### src/rtc_pkg.sv
`default_nettype none
package rtc_pkg;
	// ----------------------------------------------------------------
	// Device register map
	// ----------------------------------------------------------------
	localparam logic [7:0]  A_TKCTL      = 8'h03;
	localparam logic [7:0]  A_OUTCTL     = 8'h07;
	localparam logic [7:0]  A_TRIM       = 8'h09;
	localparam int          B_TRIM_SIGN  = 7;
	localparam int          B_OUT_LEVEL  = 7;
	localparam int          B_SQUARE_WAVE_OUTPUT_ENABLE       = 6;
	localparam int          B_ALM_EN     = 4;
	localparam int          B_RATE_HIGH  = 2;
	localparam logic        SIGN_RST     = 1'b0;
	localparam logic [7:0]  OUTCTL_RST   = 8'h80;
	localparam logic [7:0]  TRIM_RST     = 8'h00;
	// ----------------------------------------------------------------
	// Serial commands
	// ----------------------------------------------------------------
	localparam logic [7:0]  C_READ       = 8'h13;
	localparam logic [7:0]  C_WRITE      = 8'h12;
	localparam logic [7:0]  C_WREN       = 8'h06;
	localparam logic [7:0]  C_WRDI       = 8'h04;
	localparam logic [7:0]  C_UNLOCK     = 8'h14;
	localparam logic [7:0]  C_UNIQUE_ID_READ_COMMAND     = 8'h33;
	localparam logic [7:0]  C_UNIQUE_ID_WRITE_COMMAND    = 8'h32;
	localparam logic [7:0]  UNLOCK_KEY   = 8'h55;
	// ----------------------------------------------------------------
	// Unique ID area
	// ----------------------------------------------------------------
	localparam int          ID_BYTES     = 16;
	localparam int          ID_FACTORY   = 8;
	localparam logic [3:0]  ID_GROUP     = 4'h8;
	localparam logic [7:0]  ID_BLANK     = 8'hFF;
	// ----------------------------------------------------------------
	// Timing chain
	// ----------------------------------------------------------------
	localparam logic [15:0] SEC_CYC      = 16'h8000;
	localparam logic [14:0] SEC_LAST     = 15'h7FFF;
	localparam logic [5:0]  MIN_LAST     = 6'h3B;
	// ----------------------------------------------------------------
	// Host controller registers and link timing
	// ----------------------------------------------------------------
	localparam logic [2:0]  HR_CMD       = 3'h0;
	localparam logic [2:0]  HR_ADDR      = 3'h1;
	localparam logic [2:0]  HR_LEN       = 3'h2;
	localparam logic [2:0]  HR_TXD       = 3'h3;
	localparam logic [2:0]  HR_STAT      = 3'h4;
	localparam logic [2:0]  HR_RXD       = 3'h5;
	localparam logic [3:0]  SCK_HALF     = 4'h8;
	// ----------------------------------------------------------------
	// State types
	// ----------------------------------------------------------------
	typedef enum logic [1:0] {
		DS_CMD  = 2'b00,
		DS_ADDR = 2'b01,
		DS_DATA = 2'b11,
		DS_SKIP = 2'b10
	} rtc_dst_t;
	typedef enum logic [1:0] {
		HS_IDLE  = 2'b00,
		HS_LOAD  = 2'b01,
		HS_SHIFT = 2'b11,
		HS_END   = 2'b10
	} rtc_hst_t;
endpackage
`default_nettype wire

### src/rtc_spi_if.sv
`timescale 1ns/1ns
`default_nettype none
interface rtc_spi_if;
	logic sck;
	logic cs_b;
	logic mosi;
	logic miso;
	logic miso_oe_b;
	modport dev
	(
		input  sck,
		input  cs_b,
		input  mosi,
		output miso,
		output miso_oe_b
	);
	modport host
	(
		output sck,
		output cs_b,
		output mosi,
		input  miso,
		input  miso_oe_b
	);
endinterface
`default_nettype wire

### src/rtc_dev.sv
// Notes on behaviour
// - sign bit one removes, zero adds cycles
// - zero trim value gives no correction
// - each trim unit is two oscillator cycles
// - trim register is volatile, cleared at reset
// - trim applied when minute counter increments
// - square-wave enable drives selected waveform on pin
// - rate codes give 32768, 8, 4, 1 cycles
// - undivided oscillator output ignores trim
// - 1 Hz: one period in sixty altered
// - positive trim delays fast waveforms once per minute
// - large negative trim may distort fast waveforms
// - top rate bit: every 1 Hz period trimmed
// - waveform disabled while on backup supply
// - static level mode only on main supply
// - on backup only alarm mode stays active
// - switch to backup only when main is below both trip level and backup level
// - serial access refused while on backup
// - factory ID in 0x00-0x07, rest blank
// - 48-bit ID: bytes 0 and 1 read 0xFF
// - ID reads wrap within sixteen bytes
// - ID write needs write enable and unlock
// - host writes ID in groups of eight
`timescale 1ns/1ns
`default_nettype none
module rtc_dev
#(
	parameter logic [63:0] P_UID   = 64'h0123456789ABCDEF, // Arbitrary value
	parameter logic        P_UID48 = 1'b0
)
(
	input  wire logic i_clk,
	input  wire logic i_rst_b,
	input  wire logic i_ce,
	input  wire logic i_osc,
	input  wire logic i_main_above_trip,
	input  wire logic i_main_above_backup,
	input  wire logic i_alarm,
	rtc_spi_if.dev    spi,
	output var  logic o_mfp_oe_b,
	output var  logic o_on_backup,
	output var  logic o_minute
);
	import rtc_pkg::*;
	// ----------------------------------------------------------------
	// Pin synchronisers
	// ----------------------------------------------------------------
	logic [2:0] osc_q;
	logic [2:0] sck_q;
	logic [1:0] cs_q;
	logic [1:0] mosi_q;
	logic [1:0] trip_q;
	logic [1:0] bk_q;
	always_ff @(posedge i_clk or negedge i_rst_b)
	begin
		if (!i_rst_b)
		begin
			osc_q  <= 3'h0;
			sck_q  <= 3'h0;
			cs_q   <= 2'h3;
			mosi_q <= 2'h0;
			trip_q <= 2'h3;
			bk_q   <= 2'h3;
		end
		else if (i_ce)
		begin
			osc_q  <= {osc_q[1:0], i_osc};
			sck_q  <= {sck_q[1:0], spi.sck};
			cs_q   <= {cs_q[0], spi.cs_b};
			mosi_q <= {mosi_q[0], spi.mosi};
			trip_q <= {trip_q[0], i_main_above_trip};
			bk_q   <= {bk_q[0], i_main_above_backup};
		end
	end
	wire osc_tick = osc_q[1] & ~osc_q[2];
	wire sck_rise = sck_q[1] & ~sck_q[2];
	wire sck_fall = ~sck_q[1] & sck_q[2];
	wire cs_act   = ~cs_q[1];
	// Trip hysteresis is analog; the comparator levels arrive already settled
	// supply switchover
	wire backup   = ~trip_q[1] & ~bk_q[1];
	// ----------------------------------------------------------------
	// Registers
	// ----------------------------------------------------------------
	logic       sign_q;
	logic [7:0] outctl_q;
	logic [7:0] trim_q;
	logic [7:0] id_q [ID_BYTES];
	wire  [8:0] trim2 = {trim_q, 1'b0};
	wire  [1:0] rate  = outctl_q[1:0];
	// ----------------------------------------------------------------
	// Timing chain
	// ----------------------------------------------------------------
	logic [14:0] pre_q;
	logic [5:0]  sec_q;
	logic [8:0]  stall_q;
	wire stalled = (stall_q != 9'h000);
	wire sec_wrap = osc_tick & ~stalled & (pre_q == SEC_LAST);
	wire min_inc  = sec_wrap & (sec_q == MIN_LAST);
	always_ff @(posedge i_clk or negedge i_rst_b)
	begin
		if (!i_rst_b)
		begin
			pre_q    <= 15'h0000;
			sec_q    <= 6'h00;
			stall_q  <= 9'h000;
			o_minute <= 1'b0;
		end
		else if (i_ce)
		begin
			o_minute <= min_inc;
			if (osc_tick && stalled)
				stall_q <= 9'(stall_q - 9'h001);
			else if (min_inc)
			begin
				sec_q <= 6'h00;
				pre_q   <= sign_q ? {6'h00, trim2} : 15'h0000;
				stall_q <= sign_q ? 9'h000 : trim2;
			end
			else if (osc_tick)
			begin
				pre_q <= 15'(pre_q + 15'h0001);
				if (sec_wrap)
					sec_q <= 6'(sec_q + 6'h01);
			end
		end
	end
	// ----------------------------------------------------------------
	// Waveform and output pin
	// ----------------------------------------------------------------
	logic trim_wave;
	rtc_trim_div u_div
	(
		.i_clk   (i_clk),
		.i_rst_b (i_rst_b),
		.i_ce    (i_ce),
		.i_tick  (osc_tick),
		.i_sign  (sign_q),
		.i_trim  (trim_q),
		.o_wave  (trim_wave)
	);
	// 1 Hz tap shows the one altered second
	// skip larger than tap period distorts it
	wire chain_wave = (rate == 2'h0) ? pre_q[14] :
	                  (rate == 2'h1) ? pre_q[2]  :
	                  (rate == 2'h2) ? pre_q[1]  : osc_q[2];
	wire div_wave   = outctl_q[B_RATE_HIGH] ? trim_wave : chain_wave;
	wire drive_wave = outctl_q[B_SQUARE_WAVE_OUTPUT_ENABLE] & ~backup;
	wire drive_alm  = ~drive_wave & outctl_q[B_ALM_EN];
	wire drive_lvl  = ~drive_wave & ~outctl_q[B_ALM_EN] & ~backup;
	// Open drain: a high level is a released pin
	wire mfp_val = drive_wave ? div_wave :
	               drive_alm  ? ~i_alarm :
	               drive_lvl  ? outctl_q[B_OUT_LEVEL] : 1'b1;
	always_ff @(posedge i_clk or negedge i_rst_b)
	begin
		if (!i_rst_b)
		begin
			o_mfp_oe_b  <= 1'b1;
			o_on_backup <= 1'b0;
		end
		else if (i_ce)
		begin
			o_mfp_oe_b  <= mfp_val;
			o_on_backup <= backup;
		end
	end
	// ----------------------------------------------------------------
	// Serial port
	// ----------------------------------------------------------------
	rtc_dst_t   state_q;
	logic [7:0] cmd_q;
	logic [7:0] addr_q;
	logic [2:0] bit_q;
	logic [7:0] sh_q;
	logic [7:0] tx_q;
	logic       oe_b_q;
	logic       wel_q;
	logic       unl_q;
	logic       idw_q;
	logic [7:0] nx_q;
	logic       nx_v_q;
	wire [7:0] rx_byte   = {sh_q[6:0], mosi_q[1]};
	wire       byte_done = cs_act & sck_rise & (bit_q == 3'h7);
	wire       in_data   = byte_done & (state_q == DS_DATA);
	wire       is_idw    = (cmd_q == C_UNIQUE_ID_WRITE_COMMAND);
	wire       is_idr    = (cmd_q == C_UNIQUE_ID_READ_COMMAND);
	wire       is_rd     = (cmd_q == C_READ) | is_idr;
	// ID writes stay inside their group of eight
	wire [7:0] nxt_addr  = is_idw ? {addr_q[7:3], 3'(addr_q[2:0] + 3'h1)} : 8'(addr_q + 8'h01);
	wire [7:0] ld_addr   = (state_q == DS_ADDR) ? rx_byte : nxt_addr;
	wire [7:0] rd_reg    = (ld_addr == A_TKCTL)  ? {sign_q, 7'h00} :
	                       (ld_addr == A_OUTCTL) ? outctl_q :
	                       (ld_addr == A_TRIM)   ? trim_q : 8'h00;
	wire [7:0] rd_byte   = is_idr ? id_q[ld_addr[3:0]] : rd_reg;
	wire       reg_wr    = in_data & (cmd_q == C_WRITE);
	wire       id_wr     = in_data & is_idw;
	assign spi.miso      = tx_q[7];
	assign spi.miso_oe_b = oe_b_q;
	always_ff @(posedge i_clk or negedge i_rst_b)
	begin
		if (!i_rst_b)
		begin
			state_q <= DS_CMD;
			cmd_q   <= 8'h00;
			addr_q  <= 8'h00;
			bit_q   <= 3'h0;
			sh_q    <= 8'h00;
			tx_q    <= 8'h00;
			oe_b_q  <= 1'b1;
			wel_q   <= 1'b0;
			unl_q   <= 1'b0;
			idw_q   <= 1'b0;
			nx_q    <= 8'h00;
			nx_v_q  <= 1'b0;
		end
		else if (i_ce)
		begin
			if (!cs_act)
			begin
				state_q <= DS_CMD;
				bit_q   <= 3'h0;
				oe_b_q  <= 1'b1;
				nx_v_q  <= 1'b0;
				if (idw_q)
				begin
					wel_q <= 1'b0;
					unl_q <= 1'b0;
					idw_q <= 1'b0;
				end
			end
			else
			begin
				if (sck_rise)
				begin
					bit_q <= 3'(bit_q + 3'h1);
					sh_q  <= rx_byte;
				end
				// First bit of a loaded byte must not shift away
				if (sck_fall && bit_q != 3'h0)
					tx_q <= {tx_q[6:0], 1'b0};
				// Next byte waits for the fall so the last bit stands while sck is high
				else if (sck_fall && nx_v_q)
				begin
					tx_q   <= nx_q;
					nx_v_q <= 1'b0;
				end
				if (byte_done)
				begin
					case (state_q)
						DS_CMD:
						begin
							cmd_q <= rx_byte;
							if (backup)
								state_q <= DS_SKIP;
							else if (rx_byte == C_WREN || rx_byte == C_WRDI)
							begin
								wel_q   <= (rx_byte == C_WREN);
								state_q <= DS_SKIP;
							end
							else if (rx_byte == C_UNLOCK)
								state_q <= DS_DATA;
							else if (rx_byte == C_UNIQUE_ID_WRITE_COMMAND)
								state_q <= (wel_q && unl_q) ? DS_ADDR : DS_SKIP;
							else if (rx_byte == C_READ || rx_byte == C_WRITE || rx_byte == C_UNIQUE_ID_READ_COMMAND)
								state_q <= DS_ADDR;
							else
								state_q <= DS_SKIP;
						end
						DS_ADDR:
						begin
							state_q <= DS_DATA;
							addr_q  <= rx_byte;
							if (is_rd)
							begin
								tx_q   <= rd_byte;
								oe_b_q <= 1'b0;
							end
						end
						DS_DATA:
						begin
							addr_q <= ld_addr;
							if (is_rd)
							begin
								nx_q   <= rd_byte;
								nx_v_q <= 1'b1;
							end
							if (cmd_q == C_UNLOCK)
								unl_q <= (rx_byte == UNLOCK_KEY);
							if (id_wr)
								idw_q <= 1'b1;
						end
						default:
							state_q <= DS_SKIP;
					endcase
				end
			end
		end
	end
	// ----------------------------------------------------------------
	// Register writes
	// ----------------------------------------------------------------
	always_ff @(posedge i_clk or negedge i_rst_b)
	begin
		if (!i_rst_b)
		begin
			sign_q   <= SIGN_RST;
			outctl_q <= OUTCTL_RST;
			trim_q   <= TRIM_RST;
		end
		else if (i_ce && reg_wr)
		begin
			if (addr_q == A_TKCTL)
				sign_q <= rx_byte[B_TRIM_SIGN];
			if (addr_q == A_OUTCTL)
				outctl_q <= rx_byte;
			if (addr_q == A_TRIM)
				trim_q <= rx_byte;
		end
	end
	// ----------------------------------------------------------------
	// Unique ID store
	// ----------------------------------------------------------------
	genvar g;
	generate
		for (g = 0; g < ID_BYTES; g++)
		begin : g_id
			localparam logic [7:0] INIT = (g >= ID_FACTORY) ? ID_BLANK :
				(P_UID48 && g < 2) ? ID_BLANK : P_UID[8*(7-g) +: 8];
			always_ff @(posedge i_clk or negedge i_rst_b)
			begin
				if (!i_rst_b)
					id_q[g] <= INIT;
				else if (i_ce && id_wr && addr_q[3:0] == 4'(g))
					id_q[g] <= rx_byte;
			end
		end
	endgenerate
endmodule
`default_nettype wire

### src/rtc_trim_div.sv
`timescale 1ns/1ns
`default_nettype none
module rtc_trim_div
(
	input  wire logic       i_clk,
	input  wire logic       i_rst_b,
	input  wire logic       i_ce,
	input  wire logic       i_tick,
	input  wire logic       i_sign,
	input  wire logic [7:0] i_trim,
	output var  logic       o_wave
);
	import rtc_pkg::*;
	logic [15:0] cnt_q;
	wire  [15:0] trim2 = {7'h00, i_trim, 1'b0};
	wire  [15:0] period = i_sign ? 16'(SEC_CYC - trim2) : 16'(SEC_CYC + trim2);
	wire         last   = (cnt_q == 16'(period - 16'h0001));
	wire  [15:0] cnt_d  = last ? 16'h0000 : 16'(cnt_q + 16'h0001);
	always_ff @(posedge i_clk or negedge i_rst_b)
	begin
		if (!i_rst_b)
		begin
			cnt_q  <= 16'h0000;
			o_wave <= 1'b0;
		end
		else if (i_ce && i_tick)
		begin
			cnt_q  <= cnt_d;
			o_wave <= (cnt_d < {1'b0, period[15:1]});
		end
	end
endmodule
`default_nettype wire

### src/flat_wrapper.sv
// flat-port wrapper written by rule: the top's interface ports become plain ports
module rtc_dev_flat import rtc_pkg::*;
#(
	parameter logic [63:0] P_UID   = 64'h0123456789ABCDEF,                   
	parameter logic        P_UID48 = 1'b0
)
  (i_clk, i_rst_b, i_ce, i_osc, i_main_above_trip, i_main_above_backup, i_alarm, o_mfp_oe_b, o_on_backup, o_minute, spi_sck, spi_cs_b, spi_mosi, spi_miso, spi_miso_oe_b);
  rtc_spi_if spi_i ();
  input  wire logic i_clk;
  input  wire logic i_rst_b;
  input  wire logic i_ce;
  input  wire logic i_osc;
  input  wire logic i_main_above_trip;
  input  wire logic i_main_above_backup;
  input  wire logic i_alarm;
  output var  logic o_mfp_oe_b;
  output var  logic o_on_backup;
  output var  logic o_minute;
  input wire logic [$bits(spi_i.sck)-1:0] spi_sck;
  input wire logic [$bits(spi_i.cs_b)-1:0] spi_cs_b;
  input wire logic [$bits(spi_i.mosi)-1:0] spi_mosi;
  output wire logic [$bits(spi_i.miso)-1:0] spi_miso;
  output wire logic [$bits(spi_i.miso_oe_b)-1:0] spi_miso_oe_b;
  assign spi_i.sck = spi_sck;
  assign spi_i.cs_b = spi_cs_b;
  assign spi_i.mosi = spi_mosi;
  assign spi_miso = spi_i.miso;
  assign spi_miso_oe_b = spi_i.miso_oe_b;
  rtc_dev #(.P_UID(P_UID), .P_UID48(P_UID48)) u_core (.i_clk(i_clk), .i_rst_b(i_rst_b), .i_ce(i_ce), .i_osc(i_osc), .i_main_above_trip(i_main_above_trip), .i_main_above_backup(i_main_above_backup), .i_alarm(i_alarm), .spi(spi_i), .o_mfp_oe_b(o_mfp_oe_b), .o_on_backup(o_on_backup), .o_minute(o_minute));
endmodule
### config.mk
export PLATFORM = sky130hd
export DESIGN_NAME = rtc_dev_flat
export DESIGN_NICKNAME = d
export VERILOG_FILES = /design/src/rtc_pkg.sv /design/src/rtc_spi_if.sv /design/src/rtc_dev.sv /design/src/rtc_trim_div.sv /design/src/flat_wrapper.sv
export SDC_FILE = /design/constraint.sdc
export NUM_CORES = 1
export LEC_CHECK = 0
export ABC_AREA = 1
export BUFFER_PORTS_ARGS = -buffer_cell sky130_fd_sc_hd__buf_2
export CORE_MARGIN = 8
export CORE_UTILIZATION = 40
export DETAILED_ROUTE_END_ITERATION = 10
export PLACE_DENSITY = 0.63
export SETUP_SLACK_MARGIN = 0.1
export SYNTH_ARGS = -nofsm -noshare
export SYNTH_HDL_FRONTEND = slang
export SYNTH_SLANG_ARGS = --single-unit
### constraint.sdc
create_clock -name i_clk -period 4.6 [get_ports i_clk]
set_input_delay 0.23 -clock i_clk [delete_from_list [all_inputs] [get_ports i_clk]]
set_output_delay 0.23 -clock i_clk [all_outputs]
set_load 0.05 [all_outputs]
==> run metrics <==
most frequent cells in the layout=nand2_1 (433), o21ai_0 (310), nor2_1 (154), dfrtp_1 (153), inv_1 (127); critical path endpoint category=flop; die area=approximately 0.04 mm^2; routed length per placed instance=about 17 um; Setup TNS=0 ns; Final Core Density=0.449; Post-Route WL=~37,000 um; Post-CTS Resized=0; Slew HR=0.208; EDFF count, synth=0; Slew Viols, Final=0; Worst-Skew Late Latency=0.56 ns; Tcrit/Tclk final=0.803; Detailed Place HPWL=24,800 um; vias in the first global route=between 10,000 and 15,000; drt drc=0; hold_ws=approximately 0.15 ns; RSZ-0062 raised after global routing=false; Worst-path clk slew=around 0.060 ns; largest net degree at the start of global routing=between 100 and 150; startpoint types=flop; Setup Skew=0.0159 ns; mapped cell area=approximately 0.014 mm^2; slowest CP cell=dfrtp_1; CP bufs+invs=4; asr flop ratio synth=1.00; Finished Cell Area=between 0.015 and 0.02 mm^2; placed insts=approximately 2,200; Critical Path AT=4.13 ns; ys flop type=dfrtp_1; Unique masters post-synth=54; CP Class=flop to flop; Critical Path RT=5.04 ns; Die Wd=between 200 and 250 um; Die H=approximately 200 um; Least-Margin Pin Slew=around 1.2 ns; buffers added on ports=14; total power=~7.3 mW; CP max FO=10; DRT Pass-1 Iters=7; Syn Area/Cell=slightly below 8 um^2; most frequent CP cell=nand2_1; pre-CTS WS=around 0.9 ns; Seq cells post-synth=around 260; Leak=approximately 6.6 nW; FP Rows=68; IO Pins=15; critical path's top delay family=simple AND/OR/NAND/NOR gates; power per cell area=approximately 470 mW/mm^2; initial drt markers=813; GRT Total Usage=0.180; Num CTS Buffers=29; Cells after Synth=1,794; Synth Net Count=1,831; CTS tree=yes; Final GP Congestion=approximately 0.86; Global Route met3 Usage=0.0271; slowest stage delay, CP=0.47 ns; Setup Fix Bufs, Post-CTS=0; initial antenna violation count=0; Core ar.=0.0345 mm^2; Ant. Diodes=0; hold_buf cts=8; H-tree levels=1; initial core utilization=0.405; final net count=around 1,800; worst-case vdd ir drop=between 0.2 and 0.3 mV; Seq/Total Area, Yosys=0.471; fmax=between 0.2 and 0.3 GHz; global-route wire length before repair=61,300 um; Max Cap Viol=0; Hold Fails Final Rpt=0; GRT met2 Usage=0.298; GRT Max-Usage Layer=met2; YS warnings=0; GRT overflow=0; post-route ant nets=0; final setup violation count=0; Max Root-Sink Buffers=3; Final WS setup=approximately 0.90 ns; vias per cell=about 5.4; Root Driver=clkbuf_16; min Tclk post-route=3.70 ns; fraction of layout instances using a drive strength above 1=0.134; Area growth syn-to-layout=10.7%; met1 GRT Util=0.240; Placed Area=between 0.01 and 0.015 mm^2; min-delay worst type=input pin to flop; via count=approximately 12,000; Clock Sinks=258; outcome=finished, final reports clean; Non-Filler Instances=~2,300; most common cell after layout, fill and taps aside=nand2_1
[cells by family (layout without fill, tap and decap cells)]
family / after synthesis / after routing / share of synthesized area
buffers and inverters: 230 / 238 / 0.0635
AOI/OAI and AO/OA: 451 / 451 / 0.174
xor gates and xnor gates: 32 / 32 / 0.0210
adders and majority gates: 27 / 27 / 0.0241
DFF: 258 / 258 / 0.471
and+or+nand+nor: 796 / 796 / 0.247
[report_power, final]
group / total, mW / internal (mW) / switching [mW] / leakage, nW
combinational: 2.20 / 0.673 / 1.52 / 3.07
sequential: 2.77 / 2.52 / 0.251 / 3.07
clock: 2.30 / 1.35 / 0.949 / 0.461
total: 7.27 / 4.54 / 2.72 / 6.60
[cells in the mapped netlist (8+ instances only)]
cell / instances / area, um^2
clkbuf_1: 73 / 274
o21ai_0: 310 / 1550
dfstp_2: 105 / 2760
nor4_1: 8 / 50.1
xor2_1: 27 / 236
o211ai_1: 12 / 90.1
a31oi_1: 14 / 87.6
nand2_1: 433 / 1630
nor2_1: 154 / 578
a21oi_1: 44 / 220
nor3_1: 30 / 150
inv_1: 128 / 480
inv_2: 11 / 41.3
nand4_1: 33 / 206
nand2_2: 12 / 75.1
ha_1: 27 / 338
o22ai_1: 30 / 188
buf_2: 11 / 55.1
o21ai_1: 17 / 85.1
dfrtp_1: 153 / 3830
nand3_1: 96 / 480
[metal layers]
| metal | share of wire | vias to the layer above |
|---|---|---|
| li1 | - | 5975 |
| met1 | 0.45 | 5737 |
| met2 | 0.47 | 318 |
| met3 | 0.050 | 63 |
| met4 | 0.029 | 0 |
| met5 | 0 | - |
[tightest hold or removal path, delay by kind of cell]
family / cells / cell delay (ns)
and+or+nand+nor: 2 / 0.14
buffers and inverters: 2 / 0.32
[registers in the layout, summed over array words and instances, names as in the netlist, 3 cells and up]
register	count
u_core.outctl_q	8
u_core.stall_q	9
u_core.sck_q	3
u_core.id_q	128
u_core.sh_q	7
u_core.pre_q	15
u_core.trim_q	8
u_core.bit_q	3
u_core.addr_q	8
u_core.nx_q	8
u_core.cmd_q	8
u_core.u_div.cnt_q	16
u_core.osc_q	3
u_core.sec_q	6
u_core.tx_q	8
[final timing paths]
check | from | endpoint | slack, ns | depth (start not counted)
worst max-delay path | u_core.trim_q[0] | u_core.u_div.o_wave | 0.90 | 27
worst min-delay path | i_ce | u_core.cs_q[0] | 0.15 | 4
worst max register to register | u_core.trim_q[0] | u_core.u_div.o_wave | 0.90 | 27
worst min register to register | u_core.trip_q[1] | u_core.trip_q[1] | 0.46 | 2
max in group asynchronous | i_rst_b | u_core.id_q[49] | 3.09 | 3
min in group asynchronous | i_rst_b | u_core.osc_q[0] | 0.38 | 2
[area by class of cell]
type	instances	area [um^2]
Fill cell	3489	19000
Sequential cell	258	6590
Multi-Input combinational cell	1306	6540
Clock buffer	43	828
Tap cell	455	569
Inverter	141	529
Timing Repair Buffer	43	330
Clock inverter	11	114
(Power assumes the default switching activity.)
